## config.mk

```make
export PLATFORM = sky130hd
export DESIGN_NAME = interrupt_priority_status_unit
export DESIGN_NICKNAME = d
export VERILOG_FILES = /design/src/rtl/intc_pkg.sv /design/src/rtl/interrupt_priority_status_unit.sv
export SDC_FILE = /design/constraint.sdc
export NUM_CORES = 1
export LEC_CHECK = 0
export BUFFER_PORTS_ARGS = -buffer_cell sky130_fd_sc_hd__buf_2
export CAP_MARGIN = 20
export CORE_MARGIN = 2
export CORE_UTILIZATION = 40
export DETAILED_ROUTE_END_ITERATION = 16
export PLACE_DENSITY = 0.55
export SKIP_LAST_GASP = 1
export SLEW_MARGIN = 30
export SYNTH_ARGS = -nofsm -noshare
export SYNTH_HDL_FRONTEND = slang
export SYNTH_SLANG_ARGS = --single-unit
```

## constraint.sdc

```tcl
create_clock -name pclk -period 27.4 [get_ports pclk]
set_input_delay 2.74 -clock pclk [delete_from_list [all_inputs] [get_ports pclk]]
set_output_delay 2.74 -clock pclk [all_outputs]
set_load 0.01 [all_outputs]
```

## src/rtl/intc_pkg.sv

```systemverilog
// constants of the interrupt priority and status unit
// assumes an apb master on pclk and a cpu core at the exception port
package intc_pkg;
	localparam int NUM_SRC = 16;
	localparam int NUM_TRAP = 4;
	localparam logic [11:0] OFF_CTRL = 12'h000;
	localparam logic [11:0] OFF_STATUS = 12'h004;
	localparam logic [11:0] OFF_WAKE_PRI = 12'h008;
	localparam logic [11:0] OFF_FLAG = 12'h00c;
	localparam logic [11:0] OFF_ENABLE = 12'h010;
	localparam logic [11:0] OFF_PRI_BASE = 12'h020;
	localparam logic [11:0] OFF_IRQ_STAT = 12'h040;
	localparam logic [11:0] OFF_IRQ_MASK = 12'h044;
	localparam logic [11:0] OFF_TIMED_DISABLE_OP_CNT = 12'h048;
	localparam int CTRL_NEST_DIS_BIT = 15;
	localparam int STAT_UNACK_BIT = 15;
	localparam int STAT_VECTOR_HOLD_SELECT_BIT = 13;
	localparam int STAT_LEVEL_LSB = 8;
	localparam int STAT_VEC_LSB = 0;
	localparam int WAKE_PRI_LSB = 4;
	localparam logic [2:0] PRI_RESET = 3'h4;
	localparam logic [2:0] PRI_OFF = 3'h0;
	localparam logic [3:0] LEVEL_MASK_ALL = 4'h7;
	localparam logic [2:0] PRI_TIMED_DISABLE_OP_IMMUNE = 3'h7;
	localparam logic [6:0] VEC_TRAP_BASE = 7'h00;
	localparam logic [6:0] VEC_SRC_BASE = 7'h08;
	localparam logic [6:0] VEC_WAKE = 7'h3f;
	localparam logic [3:0] LEVEL_TRAP_BASE = 4'h8;
	localparam int IRQ_TAKEN_BIT = 0;
	localparam int IRQ_TRAP_BIT = 1;
	localparam int IRQ_TIMED_DISABLE_OP_END_BIT = 2;
endpackage

```

## src/rtl/interrupt_priority_status_unit.sv

```systemverilog
// interrupt priority and status unit: per-source priority, arbitration,
// status register, nesting disable and timed disable
// assumes source flags arrive as same-clock pulses and the cpu acks in pclk domain
// Operation
// - priority 111 is level 7 down to 001 level 1; 000 disables
// - a zero-priority source never raises a request
// - status bit 15 set while a request waits behind cpu level
// - vector hold one: vector field shows highest pending interrupt
// - vector hold zero: vector field shows last acknowledged interrupt
// - bits 11..8 report the new cpu priority level 0..11
// - bits 6..0 report vector, code 0 meaning vector 8
// - reset loads every source priority field with level 4
// - nesting disable bit 15 stops preemption of a serviced interrupt
// - a source requests only when its enable bit is set
// - flags are not cleared on entry; an uncleared flag retakes service
// - return restores saved pc, status low byte and previous level
// - trap flags stay set until software clears them
// - cpu level 7 masks all user interrupts; a level load ors into the level, so only a return unmasks
// - traps at levels 8..11 are masked by a cpu level at or above their own and by nesting disable
// - timed disable blocks priorities 1..6 for a set interval, not 7
// - wake-up source has its own priority field at bits 6..4
`timescale 1ns/10ps
`default_nettype none
module interrupt_priority_status_unit
	import intc_pkg::*;
#(
	parameter int N_SRC = NUM_SRC
) (
	input wire logic pclk,
	input wire logic presetn,
	input wire logic psel,
	input wire logic penable,
	input wire logic pwrite,
	input wire logic [11:0] paddr,
	input wire logic [31:0] pwdata,
	input wire logic [3:0] pstrb,
	output logic [31:0] prdata,
	output logic pready,
	output logic pslverr,
	input wire logic [N_SRC-1:0] src_event,
	input wire logic wake_event,
	input wire logic [NUM_TRAP-1:0] trap_event,
	input wire logic [3:0] cpu_level,
	input wire logic cpu_level_load,
	input wire logic [3:0] cpu_level_wdata,
	input wire logic cpu_in_service,
	input wire logic irq_ack,
	input wire logic [15:0] ack_pc,
	input wire logic [7:0] ack_status_low,
	input wire logic ret_op,
	input wire logic timed_disable_op_op,
	output logic irq_req,
	output logic [6:0] irq_vector,
	output logic [3:0] irq_new_level,
	output logic [15:0] ret_pc,
	output logic [7:0] ret_status_low,
	output logic [3:0] ret_level,
	output logic [3:0] cpu_level_out,
	output logic irq
);
	// widths above 31 would collide with the wake bit at 31 of the flag word
	if (N_SRC < 1 || N_SRC > 31) begin : g_bad_n_src
		$error("n_src out of range");
	end
	// ----------------------------------------------------------------
	// register state
	// ----------------------------------------------------------------
	logic [N_SRC-1:0] flag_reg;
	logic [N_SRC-1:0] enable_reg;
	logic [2:0] pri_reg [N_SRC];
	logic [2:0] wake_pri_reg;
	logic wake_flag_reg;
	logic wake_en_reg;
	logic [NUM_TRAP-1:0] trap_flag_reg;
	logic nest_dis_reg;
	logic vector_hold_select_reg;
	logic [6:0] last_vec_reg;
	logic [3:0] last_level_reg;
	logic [3:0] level_reg;
	logic [15:0] timed_disable_op_cnt_reg;
	logic [15:0] timed_disable_op_load_reg;
	logic [2:0] irq_stat_reg;
	logic [2:0] irq_mask_reg;
	logic [15:0] stk_pc_reg;
	logic [7:0] stk_sr_reg;
	logic [3:0] stk_level_reg;
	// ----------------------------------------------------------------
	// apb decode
	// ----------------------------------------------------------------
	wire wr_en = psel && penable && pwrite;
	wire rd_en = psel && penable && !pwrite;
	wire sel_ctrl = paddr == OFF_CTRL;
	wire sel_status = paddr == OFF_STATUS;
	wire sel_wake = paddr == OFF_WAKE_PRI;
	wire sel_flag = paddr == OFF_FLAG;
	wire sel_enable = paddr == OFF_ENABLE;
	wire sel_pri = paddr >= OFF_PRI_BASE && paddr < OFF_PRI_BASE + 12'(4 * ((N_SRC + 3) / 4));
	wire [2:0] pri_grp = 3'(paddr[11:2] - OFF_PRI_BASE[11:2]);
	wire sel_istat = paddr == OFF_IRQ_STAT;
	wire sel_imask = paddr == OFF_IRQ_MASK;
	wire sel_timed_disable_op = paddr == OFF_TIMED_DISABLE_OP_CNT;
	wire mapped = sel_ctrl | sel_status | sel_wake | sel_flag | sel_enable | sel_pri
		| sel_istat | sel_imask | sel_timed_disable_op;
	wire bad = !mapped || paddr[1:0] != 2'h0;
	wire wr_ok = wr_en && !bad;
	// zero wait states; errors only flag the transfer, they never stall it
	assign pready = 1'b1;
	assign pslverr = psel && penable && bad;
	// ----------------------------------------------------------------
	// arbitration
	// ----------------------------------------------------------------
	// every comparison uses the level held here, never the core's copy
	wire [3:0] cur_level = level_reg;
	wire timed_disable_op_active = timed_disable_op_cnt_reg != 16'h0000;
	logic [N_SRC-1:0] src_live;
	logic [N_SRC-1:0] src_above;
	genvar g;
	generate
		for (g = 0; g < N_SRC; g++) begin : g_src
			// zero priority or clear enable keeps the source silent
			assign src_live[g] = flag_reg[g] && enable_reg[g] && pri_reg[g] != PRI_OFF;
			// timed disable spares priority 7 only
			assign src_above[g] = src_live[g] && {1'b0, pri_reg[g]} > cur_level
				&& (!timed_disable_op_active || pri_reg[g] == PRI_TIMED_DISABLE_OP_IMMUNE);
		end
	endgenerate
	wire wake_live = wake_flag_reg && wake_en_reg && wake_pri_reg != PRI_OFF;
	wire wake_above = wake_live && {1'b0, wake_pri_reg} > cur_level
		&& (!timed_disable_op_active || wake_pri_reg == PRI_TIMED_DISABLE_OP_IMMUNE);
	logic [2:0] best_pri;
	logic [6:0] best_vec;
	logic best_any;
	logic [2:0] pend_pri;
	logic [6:0] pend_vec;
	logic pend_any;
	logic blocked_any;
	// lower vector wins a tie: scan downward and replace on >=
	always_comb begin
		best_pri = 3'h0;
		best_vec = 7'h00;
		best_any = 1'b0;
		pend_pri = 3'h0;
		pend_vec = 7'h00;
		pend_any = 1'b0;
		blocked_any = 1'b0;
		if (wake_above) begin
			best_any = 1'b1;
			best_pri = wake_pri_reg;
			best_vec = VEC_WAKE;
		end
		if (wake_live) begin
			pend_any = 1'b1;
			pend_pri = wake_pri_reg;
			pend_vec = VEC_WAKE;
			blocked_any = !wake_above;
		end
		for (int i = N_SRC - 1; i >= 0; i--) begin
			if (src_above[i] && (!best_any || pri_reg[i] >= best_pri)) begin
				best_any = 1'b1;
				best_pri = pri_reg[i];
				best_vec = VEC_SRC_BASE + 7'(i);
			end
			if (src_live[i] && (!pend_any || pri_reg[i] >= pend_pri)) begin
				pend_any = 1'b1;
				pend_pri = pri_reg[i];
				pend_vec = VEC_SRC_BASE + 7'(i);
			end
			if (src_live[i] && !src_above[i]) begin
				blocked_any = 1'b1;
			end
		end
	end
	// traps: masked by a level at or above their own or by nesting disable, lowest index is highest level
	logic trap_any;
	logic [1:0] trap_idx;
	always_comb begin
		trap_any = 1'b0;
		trap_idx = 2'h0;
		for (int t = NUM_TRAP - 1; t >= 0; t--) begin
			if (trap_flag_reg[t]) begin
				trap_any = 1'b1;
				trap_idx = 2'(t);
			end
		end
	end
	wire [3:0] trap_level = LEVEL_TRAP_BASE + 4'(NUM_TRAP - 1) - 4'(trap_idx);
	// nesting disable holds off every request while a handler runs
	wire nest_block = nest_dis_reg && cpu_in_service;
	// traps still need a level above the one in service, so they rank among themselves
	wire trap_ok = trap_any && (trap_level > cur_level) && !nest_block;
	wire user_ok = best_any && !nest_block;
	assign irq_req = trap_ok || user_ok;
	assign irq_vector = trap_ok ? VEC_TRAP_BASE + 7'(trap_idx) : best_vec;
	assign irq_new_level = trap_ok ? trap_level : {1'b0, best_pri};
	// ----------------------------------------------------------------
	// status register read view
	// ----------------------------------------------------------------
	// blocked by the cpu level or by the timed disable alike
	wire unack = blocked_any;
	// the vector field is offset by eight: code zero means vector eight
	wire [6:0] shown_vec = vector_hold_select_reg ? pend_vec - VEC_SRC_BASE : last_vec_reg;
	wire [15:0] status_view = (16'(unack) << STAT_UNACK_BIT)
		| (16'(vector_hold_select_reg) << STAT_VECTOR_HOLD_SELECT_BIT)
		| (16'(last_level_reg) << STAT_LEVEL_LSB)
		| (16'(shown_vec) << STAT_VEC_LSB);
	logic [31:0] pri_word;
	always_comb begin
		pri_word = 32'h0000_0000;
		for (int k = 0; k < 4; k++) begin
			if (int'(pri_grp) * 4 + k < N_SRC) begin
				pri_word[k*4 +: 3] = pri_reg[int'(pri_grp) * 4 + k];
			end
		end
	end
	// ----------------------------------------------------------------
	// read words
	// ----------------------------------------------------------------
	wire [31:0] ctrl_word = 32'((16'(nest_dis_reg) << CTRL_NEST_DIS_BIT) | 16'(trap_flag_reg));
	wire [31:0] status_word = 32'(status_view);
	wire [31:0] wake_word = 32'(16'(wake_pri_reg) << WAKE_PRI_LSB);
	wire [31:0] flag_word = 32'({wake_flag_reg, 31'(flag_reg)});
	wire [31:0] enable_word = 32'({wake_en_reg, 31'(enable_reg)});
	wire [31:0] timed_disable_op_word = {timed_disable_op_load_reg, timed_disable_op_cnt_reg};
	// an unmapped or unaligned address reads as zero
	wire [31:0] rd_mux = bad ? 32'h0000_0000
		: sel_ctrl ? ctrl_word
		: sel_status ? status_word
		: sel_wake ? wake_word
		: sel_flag ? flag_word
		: sel_enable ? enable_word
		: sel_pri ? pri_word
		: sel_istat ? 32'(irq_stat_reg)
		: sel_imask ? 32'(irq_mask_reg)
		: sel_timed_disable_op ? timed_disable_op_word
		: 32'h0000_0000;
	// read data is taken in the setup cycle and stands through the access phase
	always_ff @(posedge pclk or negedge presetn) begin
		if (!presetn) begin
			prdata <= 32'h0000_0000;
		end else if (psel && !penable && !pwrite) begin
			prdata <= rd_mux;
		end
	end
	wire unused_rd = rd_en;
	// ----------------------------------------------------------------
	// flags: hardware set beats software clear
	// ----------------------------------------------------------------
	logic [N_SRC-1:0] flag_next;
	wire flag_hit = wr_ok && sel_flag && pstrb != 4'h0;
	wire [N_SRC-1:0] flag_wr = flag_hit ? pwdata[N_SRC-1:0] : flag_reg;
	wire wake_flag_wr = flag_hit ? pwdata[31] : wake_flag_reg;
	// trap flags clear only through a software write of zero
	wire [NUM_TRAP-1:0] trap_wr = (wr_ok && sel_ctrl) ? pwdata[NUM_TRAP-1:0] & trap_flag_reg
		: trap_flag_reg;
	// flags stay until software clears them; ack does not touch them
	assign flag_next = flag_wr | src_event;
	always_ff @(posedge pclk or negedge presetn) begin
		if (!presetn) begin
			flag_reg <= '0;
			wake_flag_reg <= 1'b0;
			trap_flag_reg <= '0;
		end else begin
			flag_reg <= flag_next;
			wake_flag_reg <= wake_event | wake_flag_wr;
			trap_flag_reg <= trap_event | trap_wr;
		end
	end
	// ----------------------------------------------------------------
	// configuration registers
	// ----------------------------------------------------------------
	always_ff @(posedge pclk or negedge presetn) begin
		if (!presetn) begin
			enable_reg <= '0;
			wake_en_reg <= 1'b0;
			nest_dis_reg <= 1'b0;
			vector_hold_select_reg <= 1'b0;
			wake_pri_reg <= PRI_RESET;
			irq_mask_reg <= '0;
			timed_disable_op_load_reg <= 16'h0000;
		end else if (wr_ok) begin
			if (sel_enable) begin
				enable_reg <= pwdata[N_SRC-1:0];
				wake_en_reg <= pwdata[31];
			end
			if (sel_ctrl) begin
				nest_dis_reg <= pwdata[CTRL_NEST_DIS_BIT];
			end
			if (sel_status) begin
				vector_hold_select_reg <= pwdata[STAT_VECTOR_HOLD_SELECT_BIT];
			end
			if (sel_wake) begin
				wake_pri_reg <= pwdata[WAKE_PRI_LSB +: 3];
			end
			if (sel_imask) begin
				irq_mask_reg <= pwdata[2:0];
			end
			if (sel_timed_disable_op) begin
				timed_disable_op_load_reg <= pwdata[31:16];
			end
		end
	end
	// four priority fields to a word, one nibble each
	generate
		for (g = 0; g < N_SRC; g++) begin : g_pri
			always_ff @(posedge pclk or negedge presetn) begin
				if (!presetn) begin
					pri_reg[g] <= PRI_RESET;
				end else if (wr_ok && sel_pri && int'(pri_grp) == g / 4) begin
					pri_reg[g] <= pwdata[(g % 4) * 4 +: 3];
				end
			end
		end
	endgenerate
	// ----------------------------------------------------------------
	// cpu level, acknowledge capture, return stack, timed disable
	// ----------------------------------------------------------------
	// acknowledge wins over return and level load in the same cycle
	// one level of return stack: deeper nesting needs software to save state
	wire taking = irq_ack && irq_req;
	always_ff @(posedge pclk or negedge presetn) begin
		if (!presetn) begin
			level_reg <= 4'h0;
			last_vec_reg <= 7'h00;
			last_level_reg <= 4'h0;
			stk_pc_reg <= 16'h0000;
			stk_sr_reg <= 8'h00;
			stk_level_reg <= 4'h0;
		end else if (taking) begin
			level_reg <= irq_new_level;
			last_vec_reg <= irq_vector - VEC_SRC_BASE;
			last_level_reg <= irq_new_level;
			stk_pc_reg <= ack_pc;
			stk_sr_reg <= ack_status_low;
			stk_level_reg <= level_reg;
		end else if (ret_op) begin
			level_reg <= stk_level_reg;
		end else if (cpu_level_load) begin
			// software raising to 7 masks users; the load ors into the level, so only a return lowers it
			level_reg <= cpu_level_wdata | cpu_level;
		end
	end
	assign ret_pc = stk_pc_reg;
	assign ret_status_low = stk_sr_reg;
	assign ret_level = stk_level_reg;
	assign cpu_level_out = level_reg;
	always_ff @(posedge pclk or negedge presetn) begin
		if (!presetn) begin
			timed_disable_op_cnt_reg <= 16'h0000;
		end else if (timed_disable_op_op) begin
			timed_disable_op_cnt_reg <= timed_disable_op_load_reg;
		end else if (wr_ok && sel_timed_disable_op) begin
			timed_disable_op_cnt_reg <= pwdata[15:0];
		end else if (timed_disable_op_active) begin
			timed_disable_op_cnt_reg <= timed_disable_op_cnt_reg - 16'h0001;
		end
	end
	// ----------------------------------------------------------------
	// interrupt status, write one to clear, set wins
	// ----------------------------------------------------------------
	// end of interval is flagged on the last count unless a reload lands
	wire timed_disable_op_end = timed_disable_op_cnt_reg == 16'h0001 && !timed_disable_op_op;
	wire [2:0] ev = (3'(taking) << IRQ_TAKEN_BIT) | (3'(|trap_event) << IRQ_TRAP_BIT)
		| (3'(timed_disable_op_end) << IRQ_TIMED_DISABLE_OP_END_BIT);
	wire [2:0] w1c = (wr_ok && sel_istat) ? pwdata[2:0] : 3'h0;
	// an event in the cycle of its clear keeps the bit set
	always_ff @(posedge pclk or negedge presetn) begin
		if (!presetn) begin
			irq_stat_reg <= 3'h0;
		end else begin
			irq_stat_reg <= (irq_stat_reg & ~w1c) | ev;
		end
	end
	assign irq = |(irq_stat_reg & irq_mask_reg);
endmodule // interrupt_priority_status_unit
`default_nettype wire

```

==> run_results.csv, run 1 <==
group,metric,value,unit
grt,grt.total_usage,0.2892,
final_layout,largest_reg_flops,48,
pwr,power.density,52.49,mW/mm2
pwr,power_frac_clock,0.369,
worst_setup_path,cp_common_cell,"ha_1",
routing,vias_per_cell,6.038,
grt,grt_max_degree,106,
worst_setup_path,path_buf_inv,5,
pwr,seqPwrFrac,0.366,
pwr,combPwrFrac,0.265,
floorplan,design.core.area,0.03874,mm2
synth,yosys_warnings,0,
pwr,internal-power,0.0006297,W
timing,tightest_slew,1.045,ns
worst_setup_path,max_stage_delay,0.50,ns
routing,drc,0,
grt,grt_pass1_vias,14620,
synth,syn_inst,1761,
timing,relSlewSlack,0.2972,
final_layout,final_common_cell,"nand2_1",
timing,min_period,26.17,ns
timing,finalWorstSetupSlack,1.229,ns
grt,grt_pass1_wl,90.43,mm
timing,hold_viol,0,
worst_setup_path,cp.arrival,23.43,ns
floorplan,die_area,0.04101,mm2
job,maxCapViolations,0,
pwr,leakagePower,8.580,nW
timing,holdWs,0.4706,ns
worst_setup_path,path_delay_family,"compound AO/OA/AOI/OAI gates",
cts,cts_hold_buf,0,
routing,totalWireLength,60.64,mm
routing,drt_iter0_drc,1356,
routing,drtPass1Iterations,6,
synth,ys_types,114,
floorplan,die_x,202.5,um
timing,fin_crit_sh,0.9551,
cts,path_clk_slew,0.06,ns
grt,antenna_found_initial,0,
cts,cts_buffers,26,
placement,gp_congestion,0.9215,
cts,clock_path_buffers,3,
floorplan,io_pins,190,
synth,synth-edff-count,0,
synth,syn_avg_cell_area,8.950,um2
synth,synth_area,0.01576,mm2
worst_setup_path,r2r_end,"prdata[4]",
final_layout,antenna_cells,0,
pwr,sw_frac_of_total,0.3514,
worst_setup_path,cp-start-kind,"flop",
final_layout,fin_util,0.4775,
placement,hpwl,45.34,mm
final_layout,fin_cells,2486,
floorplan,num_rows,72,
timing,fmax,0.03821,GHz
worst_setup_path,worstPathMaxFanout,10,
floorplan,start_util,0.4069,
cts,cts_tree,"yes",
synth,synth_flop_cell,"dfrtp_1",
synth,syn-num-nets,2019,
routing,routedWlPerCell,24.39,um
placement,place_ws,0.5948,ns
worst_setup_path,reg2reg_depth,111,
min_path,min_path_cells,2,
run_status,status,"completed",
worst_setup_path,reg2reg_slack,2.37,ns
routing,detail-route-antenna-nets,0,
min_path,hp-class,"flop to flop",
routing,vias,15010,
grt,grt_overflow_total,0,
placement,placed_cells,2425,
worst_setup_path,critPathRequiredTime,24.66,ns
timing,fin_worst_skew,0.02117,ns
worst_setup_path,path_class,"flop to output pin",
synth,ys_seq_area_frac,0.3252,
pwr,ir_drop,0.1126,mV
pwr,p_sw,0.0003412,W
final_layout,synthToLayoutAreaGrowth,17.35,%
cts,htreeDepth,1,
worst_setup_path,crit_path_end_kind,"output pin",
floorplan,die_h,202.5,um
min_path,whs_endpoint,"ret_pc[14]",
min_path,hold_start,"ret_pc[14]",
cts,cts.sinks,204,
worst_setup_path,timing.rr.start,"wake_pri_reg[0]",
worst_setup_path,crit_path_top_delay_cell,"dfrtp_1",
timing,setup_viol,0,
synth,ys_seq_elements,204,
final_layout,finalNetCount,2206,
pwr,finalPower,0.0009709,W
synth,synthArstFlopShare,1.000,
final_layout,layout-drive-gt1-share,0.2515,
cts,cts-root-buf,"clkbuf_16",
placement,io_buffers,187,
final_layout,layout_common_cells,"245 x nand2_1, 186 x dfrtp_1, 186 x buf_2",
cts,clkLatencyLatePin,0.57,ns
timing,report.final.slew_viol_count,0,
[cell type report]
cell class              instances  area (um2)
repair buffers                229        1281
flip-flops and latches        204        5127
clock buffers                  32       723.2
well taps                     518       648.1
fillers                      3824       20240
multi-input cells            1394       10200
clock inverters                16       170.2
inverters                      93       349.1
[what timing repair did]
item                                    in CTS  in global routing
pin swaps                                    0                  8
endpoints found under the hold margin        0                  0
gates cloned                                 0                  1
endpoints found under the setup margin       1                  9
buffers inserted                             0                 11
gates resized for setup                      3                 44
[stage by stage]
stage | instance area, um2 | TNS [ns]
2_1_floorplan | 15760 | 0
3_3_place_gp | 17260 | 0
3_5_place_dp | 17270 | 0
4_1_cts | 18180 | 0
5_1_grt | 18500 | -0.5104
6_report | 18500 | 0
[cell families after synthesis]
| family | after synthesis | synth area share |
|---|---|---|
| AOI/OAI and AO/OA | 514 | 0.2344 |
| xor gates and xnor gates | 14 | 0.007780 |
| adders and majority gates | 147 | 0.1167 |
| buffers and inverters | 164 | 0.04350 |
| DFF | 204 | 0.3252 |
| muxes | 110 | 0.08613 |
| other | 2 | 0.0004765 |
| and+or+nand+nor | 606 | 0.1858 |
[power by group through the flow]
stage	Combinational (W)	Clock, W	Sequential, W
after floorplan	0.000135	0	0.000365
after global placement	0.000245	0	0.000358
after detailed placement	0.000252	0	0.000359
after CTS	0.000253	0.000364	0.000354
after global routing	0.000284	0.000376	0.000358
final	0.000257	0.000359	0.000355
[worst register-to-register path, delay by kind of cell (launching register included)]
family	cells	cell delay (ns)
AO/OA/AOI/OAI	46	11.12
AND/OR/NAND/NOR	34	4.83
adder cells (fa/ha/maj)	16	4.32
multiplexers	10	3.68
buffers and inverters	5	0.53
flip-flops	1	0.48
[routing by layer]
layer / wire length, um / vias up / global-route usage / part of all wire
li1: - / 6894 / - / -
met1: 26240 / 7326 / 0.4014 / 0.43
met2: 27390 / 644 / 0.4546 / 0.45
met3: 4548 / 147 / 0.04254 / 0.075
met4: 2459 / 0 / 0.1129 / 0.041
met5: 0 / - / 0 / 0
[synth_stat cells, types with 34 or more instances]
cell type	n	area, um2
clkbuf_1	57	214.0
o21ai_0	122	610.6
nor2_1	111	416.7
nor2b_1	50	312.8
nor3_1	34	170.2
nand2_1	246	923.4
dfrtp_1	187	4679
a21oi_1	80	400.4
ha_1	147	1839
nand2b_1	38	237.7
inv_1	93	349.1
mux2_2	81	912.1
[worst max-delay path by stage]
stage	depth (start not counted)	slack (ns)	from	endpoint
global placement	115	1.18	timed_disable_op_cnt_reg[1]	irq_new_level[0]
finish	118	1.23	wake_pri_reg[0]	irq_new_level[0]
floorplan	119	2.84	cpu_level_out[2]	irq_new_level[0]
detailed placement	114	0.59	timed_disable_op_cnt_reg[1]	irq_new_level[0]
CTS	114	0.08	timed_disable_op_cnt_reg[1]	irq_new_level[0]
global route	114	-0.15	timed_disable_op_cnt_reg[8]	irq_new_level[2]
Note: power is estimated with default switching activity, not from simulation.
==> run 2: changes to the inputs <==
--- a/config.mk
+++ b/config.mk
@@ -7,6 +7,7 @@
 export LEC_CHECK = 0
 export BUFFER_PORTS_ARGS = -buffer_cell sky130_fd_sc_hd__buf_2
 export CAP_MARGIN = 20
+export CORE_ASPECT_RATIO = 0.9
 export CORE_MARGIN = 2
 export CORE_UTILIZATION = 40
 export DETAILED_ROUTE_END_ITERATION = 16
==> run 2 against run 1 <==
Effect of this change:
- hold slack got worse by 0.0032 ns
- sequential power about the same
- first-iteration DRC count is 13% higher
- global-route usage grew 0.39 points
- clock skew is essentially flat
- power down 1.2%
- combinational power barely moved
- sequential share of layout area grew 0.067 points
- largest power group is now registers
- via count about the same
- critical path type unchanged
- wire length up 1.2%
- sequential cell count did not move
==> run_results.csv, run 2 (same netlist as run 1, synthesis figures left out) <==
group,metric,value,unit
grt,grt_overflow_total,0,
grt,grt_use_met3,0.06607,
worst_setup_path,cp-start-kind,"flop",
timing,report.final.slew_viol_count,0,
timing,min_period,26.53,ns
cts,cts-root-buf,"clkbuf_16",
timing,fin_crit_sh,0.9683,
routing,detail-route-antenna-nets,0,
worst_setup_path,reg2reg_depth,113,
floorplan,die_area,0.04101,mm2
routing,drtPass1Iterations,6,
placement,placed_cells,2431,
worst_setup_path,timing.rr.start,"wake_pri_reg[1]",
cts,path_clk_slew,0.07,ns
final_layout,fin_cells,2488,
floorplan,start_util,0.4080,
grt,antenna_found_initial,0,
final_layout,layout-drive-gt1-share,0.2506,
timing,fin_worst_skew,0.02160,ns
worst_setup_path,crit_path_end_kind,"output pin",
routing,vias_per_cell,6.038,
pwr,p_sw,0.0003328,W
floorplan,num_rows,68,
grt,grt_max_degree,82,
timing,rsz0062_at_grt,"true",
routing,totalWireLength,61.34,mm
worst_setup_path,cp_common_cell,"ha_1",
run_status,status,"completed",
floorplan,die_h,192.3,um
placement,place_ws,0.3741,ns
final_layout,antenna_cells,0,
pwr,leakagePower,8.529,nW
grt,gr-max-usage-layer,"met2",
timing,relSlewSlack,0.3015,
floorplan,io_pins,190,
min_path,min_path_cells,2,
grt,grt_pass1_wl,89.92,mm
worst_setup_path,cp.arrival,23.79,ns
routing,routedWlPerCell,24.65,um
grt,use_met2,0.4441,
timing,tightest_slew,1.038,ns
cts,htreeDepth,1,
min_path,hold_start,"ret_pc[8]",
pwr,combPwrFrac,0.267,
final_layout,finalNetCount,2203,
pwr,ir_drop,0.07860,mV
final_layout,largest_reg_flops,48,
timing,hold_viol,0,
min_path,hp-class,"flop to flop",
cts,cts_buffers,24,
placement,gp_congestion,0.9500,
worst_setup_path,crit_path_top_delay_cell,"dfstp_2",
final_layout,final_common_cell,"nand2_1",
grt,grt_pass1_vias,14250,
cts,cts.sinks,204,
final_layout,layout_common_cells,"245 x nand2_1, 186 x buf_2, 185 x dfrtp_1",
cts,cts_tree,"yes",
routing,vias,15020,
worst_setup_path,path_class,"flop to output pin",
job,maxCapViolations,0,
cts,cts_hold_buf,0,
cts,clkLatencyLatePin,0.55,ns
routing,drt_iter0_drc,1527,
worst_setup_path,worstPathMaxFanout,9,
worst_setup_path,r2r_end,"prdata[4]",
timing,setup_viol,0,
min_path,whs_endpoint,"ret_pc[8]",
pwr,power_frac_clock,0.362,
final_layout,synthToLayoutAreaGrowth,17.10,%
final_layout,finish.instance_area,0.01846,mm2
timing,fmax,0.03769,GHz
pwr,power.density,51.99,mW/mm2
worst_setup_path,critPathRequiredTime,24.66,ns
grt,grt.total_usage,0.2931,
routing,drc,0,
timing,finalWorstSetupSlack,0.8697,ns
floorplan,design.core.area,0.03863,mm2
floorplan,die_x,213.2,um
placement,dpl-instance-area,0.01727,mm2
placement,io_buffers,187,
pwr,seqPwrFrac,0.371,
grt,grt.met1_usage,0.4175,
cts,clock_path_buffers,3,
pwr,sw_frac_of_total,0.3469,
worst_setup_path,max_stage_delay,0.60,ns
timing,holdWs,0.4674,ns
worst_setup_path,reg2reg_slack,2.10,ns
pwr,internal-power,0.0006267,W
placement,hpwl,45.84,mm
[run 2: changes by cell type in the layout (fill, tap and decap cells not counted), moves of 2 or more]
cell	before	now
o31ai_1	8	6
clkbuf_1	1	5
inv_6	3	0
clkinvlp_4	4	2
clkinv_2	4	2
o31ai_2	4	6
[run 2: routing by layer]
layer / vias up / routed length [um] / share of wire
li1: 6872 / - / -
met1: 7414 / 27060 / 0.44
met2: 621 / 26980 / 0.44
met3: 115 / 5554 / 0.091
met4: 0 / 1748 / 0.028
met5: - / 0 / 0
[run 2: area by class of cell]
| type | count | area, um2 |
|---|---|---|
| Clock inverter | 10 | 141.4 |
| Sequential cell | 204 | 5129 |
| Inverter | 93 | 349.1 |
| Fill cell | 3805 | 20170 |
| Clock buffer | 34 | 699.4 |
| Tap cell | 525 | 656.9 |
| Timing Repair Buffer | 228 | 1257 |
| Multi-Input combinational cell | 1394 | 10220 |
[run 2: worst max-delay path by stage]
| stage | endpoint | start | cells past startpoint |
|---|---|---|---|
| 2_1_floorplan | irq_new_level[0] | cpu_level_out[2] | 119 |
| 3_3_place_gp | irq_new_level[0] | timed_disable_op_cnt_reg[0] | 116 |
| 3_5_place_dp | irq_new_level[0] | timed_disable_op_cnt_reg[0] | 118 |
| 4_1_cts | irq_new_level[0] | timed_disable_op_cnt_reg[0] | 116 |
| 5_1_grt | irq_new_level[0] | cpu_level_out[2] | 118 |
| 6_report | irq_new_level[0] | wake_pri_reg[2] | 117 |
[run 2: power groups by stage]
stage | clock [W] | combinational (W) | sequential (W)
global route | 0.000365 | 0.000286 | 0.000358
global placement | 0 | 0.000243 | 0.000360
detailed placement | 0 | 0.000253 | 0.000360
floorplan | 0 | 0.000135 | 0.000365
finish | 0.000347 | 0.000256 | 0.000356
CTS | 0.000352 | 0.000254 | 0.000355
[run 2: worst max-delay path: cells and delay by family, from the launching register on]
kind,cells,cell delay (ns)
buf+inv,4,0.33
mux,5,1.89
compound gates,53,10.47
fa+ha+maj,17,4.66
simple gates,38,5.28
flops,1,0.60
[run 2: per-stage QoR]
step	utilization	TNS, ns	total power (W)
finish	0.4778	0	0.0009596
global route	0.4778	-1.293	0.001010
CTS	0.4695	0	0.0009602
detailed placement	0.4472	0	0.0006125
global placement	0.4469	0	0.0006031
floorplan	-	0	0.0005006
[run 2: what timing repair did]
| action | CTS | global route |
|---|---|---|
| pin swaps | 0 | 6 |
| buffers inserted | 0 | 12 |
| endpoints found under the setup margin | 4 | 10 |
| resized for setup | 5 | 46 |
| cloned | 0 | 1 |
==> run 3: changes to the inputs <==
==> constraint.sdc (replaced) <==
create_clock -name pclk -period 27.4 [get_ports pclk]
set_input_delay 5.48 -clock pclk [delete_from_list [all_inputs] [get_ports pclk]]
set_output_delay 5.48 -clock pclk [all_outputs]
set_load 0.01 [all_outputs]
==> run 3 against run 2 <==
Effect of this change:
- non-clock buffer count is 124 higher
- clock skew grew 0.010 ns
- sequential cell count unchanged
- hold slack gained 0.0026 ns
- die area unchanged
- power barely moved
- critical path type unchanged
- wire length up 1.4%
- combinational power up 9.4%
- final area rose by 8.6%
- maximum frequency is 2.6% lower
- count of clock-buffer cells in the layout down 7
==> run_results.csv, run 3 (same netlist as run 1, synthesis figures left out) <==
group,metric,value,unit
run_status,status,"completed",
worst_setup_path,max_stage_delay,0.56,ns
final_layout,final_common_cell,"nand2_1",
worst_setup_path,cp-start-kind,"flop",
final_layout,layout-drive-gt1-share,0.3337,
cts,path_clk_slew,0.07,ns
final_layout,finalNetCount,2326,
grt,grt_overflow_total,0,
routing,vias,15610,
timing,fin_worst_skew,0.03173,ns
placement,hpwl,45.76,mm
floorplan,start_util,0.4080,
cts,cts.sinks,204,
timing,rsz0062_at_grt,"true",
worst_setup_path,crit_path_top_delay_cell,"dfstp_2",
routing,totalWireLength,62.22,mm
timing,report.final.slew_viol_count,0,
grt,grt_max_degree,79,
floorplan,io_pins,190,
timing,fmax,0.03671,GHz
worst_setup_path,critPathRequiredTime,21.92,ns
floorplan,num_rows,68,
job,maxCapViolations,0,
final_layout,fin_util,0.5189,
final_layout,largest_reg_flops,48,
worst_setup_path,cp_common_cell,"a21oi_2",
grt,grt_pass1_vias,14890,
timing,fin_crit_sh,0.9942,
timing,min_period,27.24,ns
worst_setup_path,path_class,"flop to output pin",
grt,antenna_found_initial,3,
worst_setup_path,timing.rr.start,"wake_pri_reg[1]",
min_path,whs_endpoint,"ret_pc[3]",
final_layout,nFillCells,3670,
placement,io_buffers,187,
min_path,min_path_cells,2,
worst_setup_path,crit_path_end_kind,"output pin",
routing,drt_iter0_drc,1263,
floorplan,design.core.area,0.03863,mm2
placement,gp_congestion,0.9341,
floorplan,die_area,0.04101,mm2
pwr,leakagePower,9.192,nW
final_layout,synthToLayoutAreaGrowth,27.18,%
min_path,hold_start,"ret_pc[3]",
pwr,ir_drop,0.06598,mV
routing,drtPass1Iterations,7,
routing,drc,0,
grt,grt.total_usage,0.2940,
worst_setup_path,reg2reg_depth,115,
final_layout,layout_common_cells,"237 x nand2_1, 186 x dfrtp_1, 185 x buf_2",
cts,cts_tree,"yes",
final_layout,finish.instance_area,0.02005,mm2
cts,cts_hold_buf,0,
timing,relSlewSlack,0.2701,
pwr,power.density,47.86,mW/mm2
floorplan,die_h,192.3,um
cts,cts-root-buf,"clkbuf_16",
worst_setup_path,reg2reg_slack,2.63,ns
final_layout,fin_cells,2612,
routing,detail-route-antenna-nets,0,
placement,placed_cells,2471,
pwr,finalPower,0.0009594,W
cts,clkLatencyLatePin,0.56,ns
cts,clock_path_buffers,3,
worst_setup_path,worstPathMaxFanout,7,
timing,setup_viol,0,
worst_setup_path,r2r_end,"prdata[4]",
timing,hold_viol,0,
timing,tightest_slew,1.085,ns
routing,routedWlPerCell,23.82,um
worst_setup_path,cp.arrival,21.76,ns
routing,vias_per_cell,5.977,
grt,grt_pass1_wl,91.43,mm
min_path,hp-class,"flop to flop",
floorplan,die_x,213.2,um
cts,htreeDepth,1,
placement,dpl-instance-area,0.01760,mm2
cts,cts_buffers,24,
## run 3: cell types whose count changed in the layout (fill, tap and decap cells not counted), sizes merged
cell      previous run  this run
diode                0         1
clkbuf              34        27
clkinv               5         9
buf                228       352
inv                 93        96
o31a                 4         3
clkinvlp             2         4
bufinv               3         1
## run 3: layer usage
metal | track usage | vias up | part of all wire
li1 | - | 7132 | -
met1 | 0.4228 | 7726 | 0.44
met2 | 0.4612 | 631 | 0.45
met3 | 0.04654 | 118 | 0.080
met4 | 0.07265 | 4 | 0.029
met5 | 0 | - | 0.00040
## run 3: timing repair
action / 4_1_cts / 5_1_grt
endpoints found under the setup margin: 9 / 9
buffers inserted: 67 / 32
resized for setup: 67 / 112
pin swaps: 35 / 84
## run 3: layout make-up
cell class | count | area (um2) | share of cell area
timing repair buffer | 352 | 2248 | 0.1122
tap | 525 | 656.9 | 0.03277
clock buffer | 27 | 631.9 | 0.03152
multi-input combinational | 1393 | 10860 | 0.5419
clock inverter | 17 | 165.2 | 0.008239
inverter | 93 | 351.6 | 0.01754
sequential | 204 | 5127 | 0.2558
antenna | 1 | 2.502 | 0.0001248
## run 3: worst max-delay path, delay by kind of cell, from the launching register on
kind | cells | cell delay, ns
flops | 1 | 0.56
simple gates | 32 | 4.30
mux | 4 | 1.36
fa+ha+maj | 17 | 4.46
compound gates | 53 | 9.00
buf+inv | 12 | 1.45
## run 3: worst max path at each step
stage | start | end | slack [ns] | cells past startpoint
floorplan | cpu_level_out[2] | irq_new_level[0] | 0.10 | 119
global placement | cpu_level_out[1] | irq_new_level[0] | -0.10 | 115
detailed placement | cpu_level_out[1] | irq_new_level[0] | -0.74 | 118
CTS | wake_pri_reg[2] | irq_new_level[0] | 0.01 | 117
global route | wake_pri_reg[2] | irq_new_level[0] | -0.83 | 120
finish | wake_pri_reg[2] | irq_new_level[0] | 0.16 | 118
## run 3: metrics by stage
step / hold slack [ns] / setup TNS [ns] / setup WS (ns)
floorplan: 0.4446 / 0 / 0.1008
global placement: 0.4525 / -0.1027 / -0.1027
detailed placement: 0.4574 / -3.810 / -0.7414
CTS: 0.4755 / 0 / 0.01234
global route: 0.4928 / -6.210 / -0.8344
finish: 0.4700 / 0 / 0.1603
## run 3: report_power, final
| group | switching, W | leakage (nW) | internal (W) |
|---|---|---|---|
| combinational | 0.000176 | 6.39 | 0.000104 |
| sequential | 0.0000227 | 2.43 | 0.000331 |
| clock | 0.000147 | 0.379 | 0.000180 |
| total | 0.000345 | 9.19 | 0.000614 |
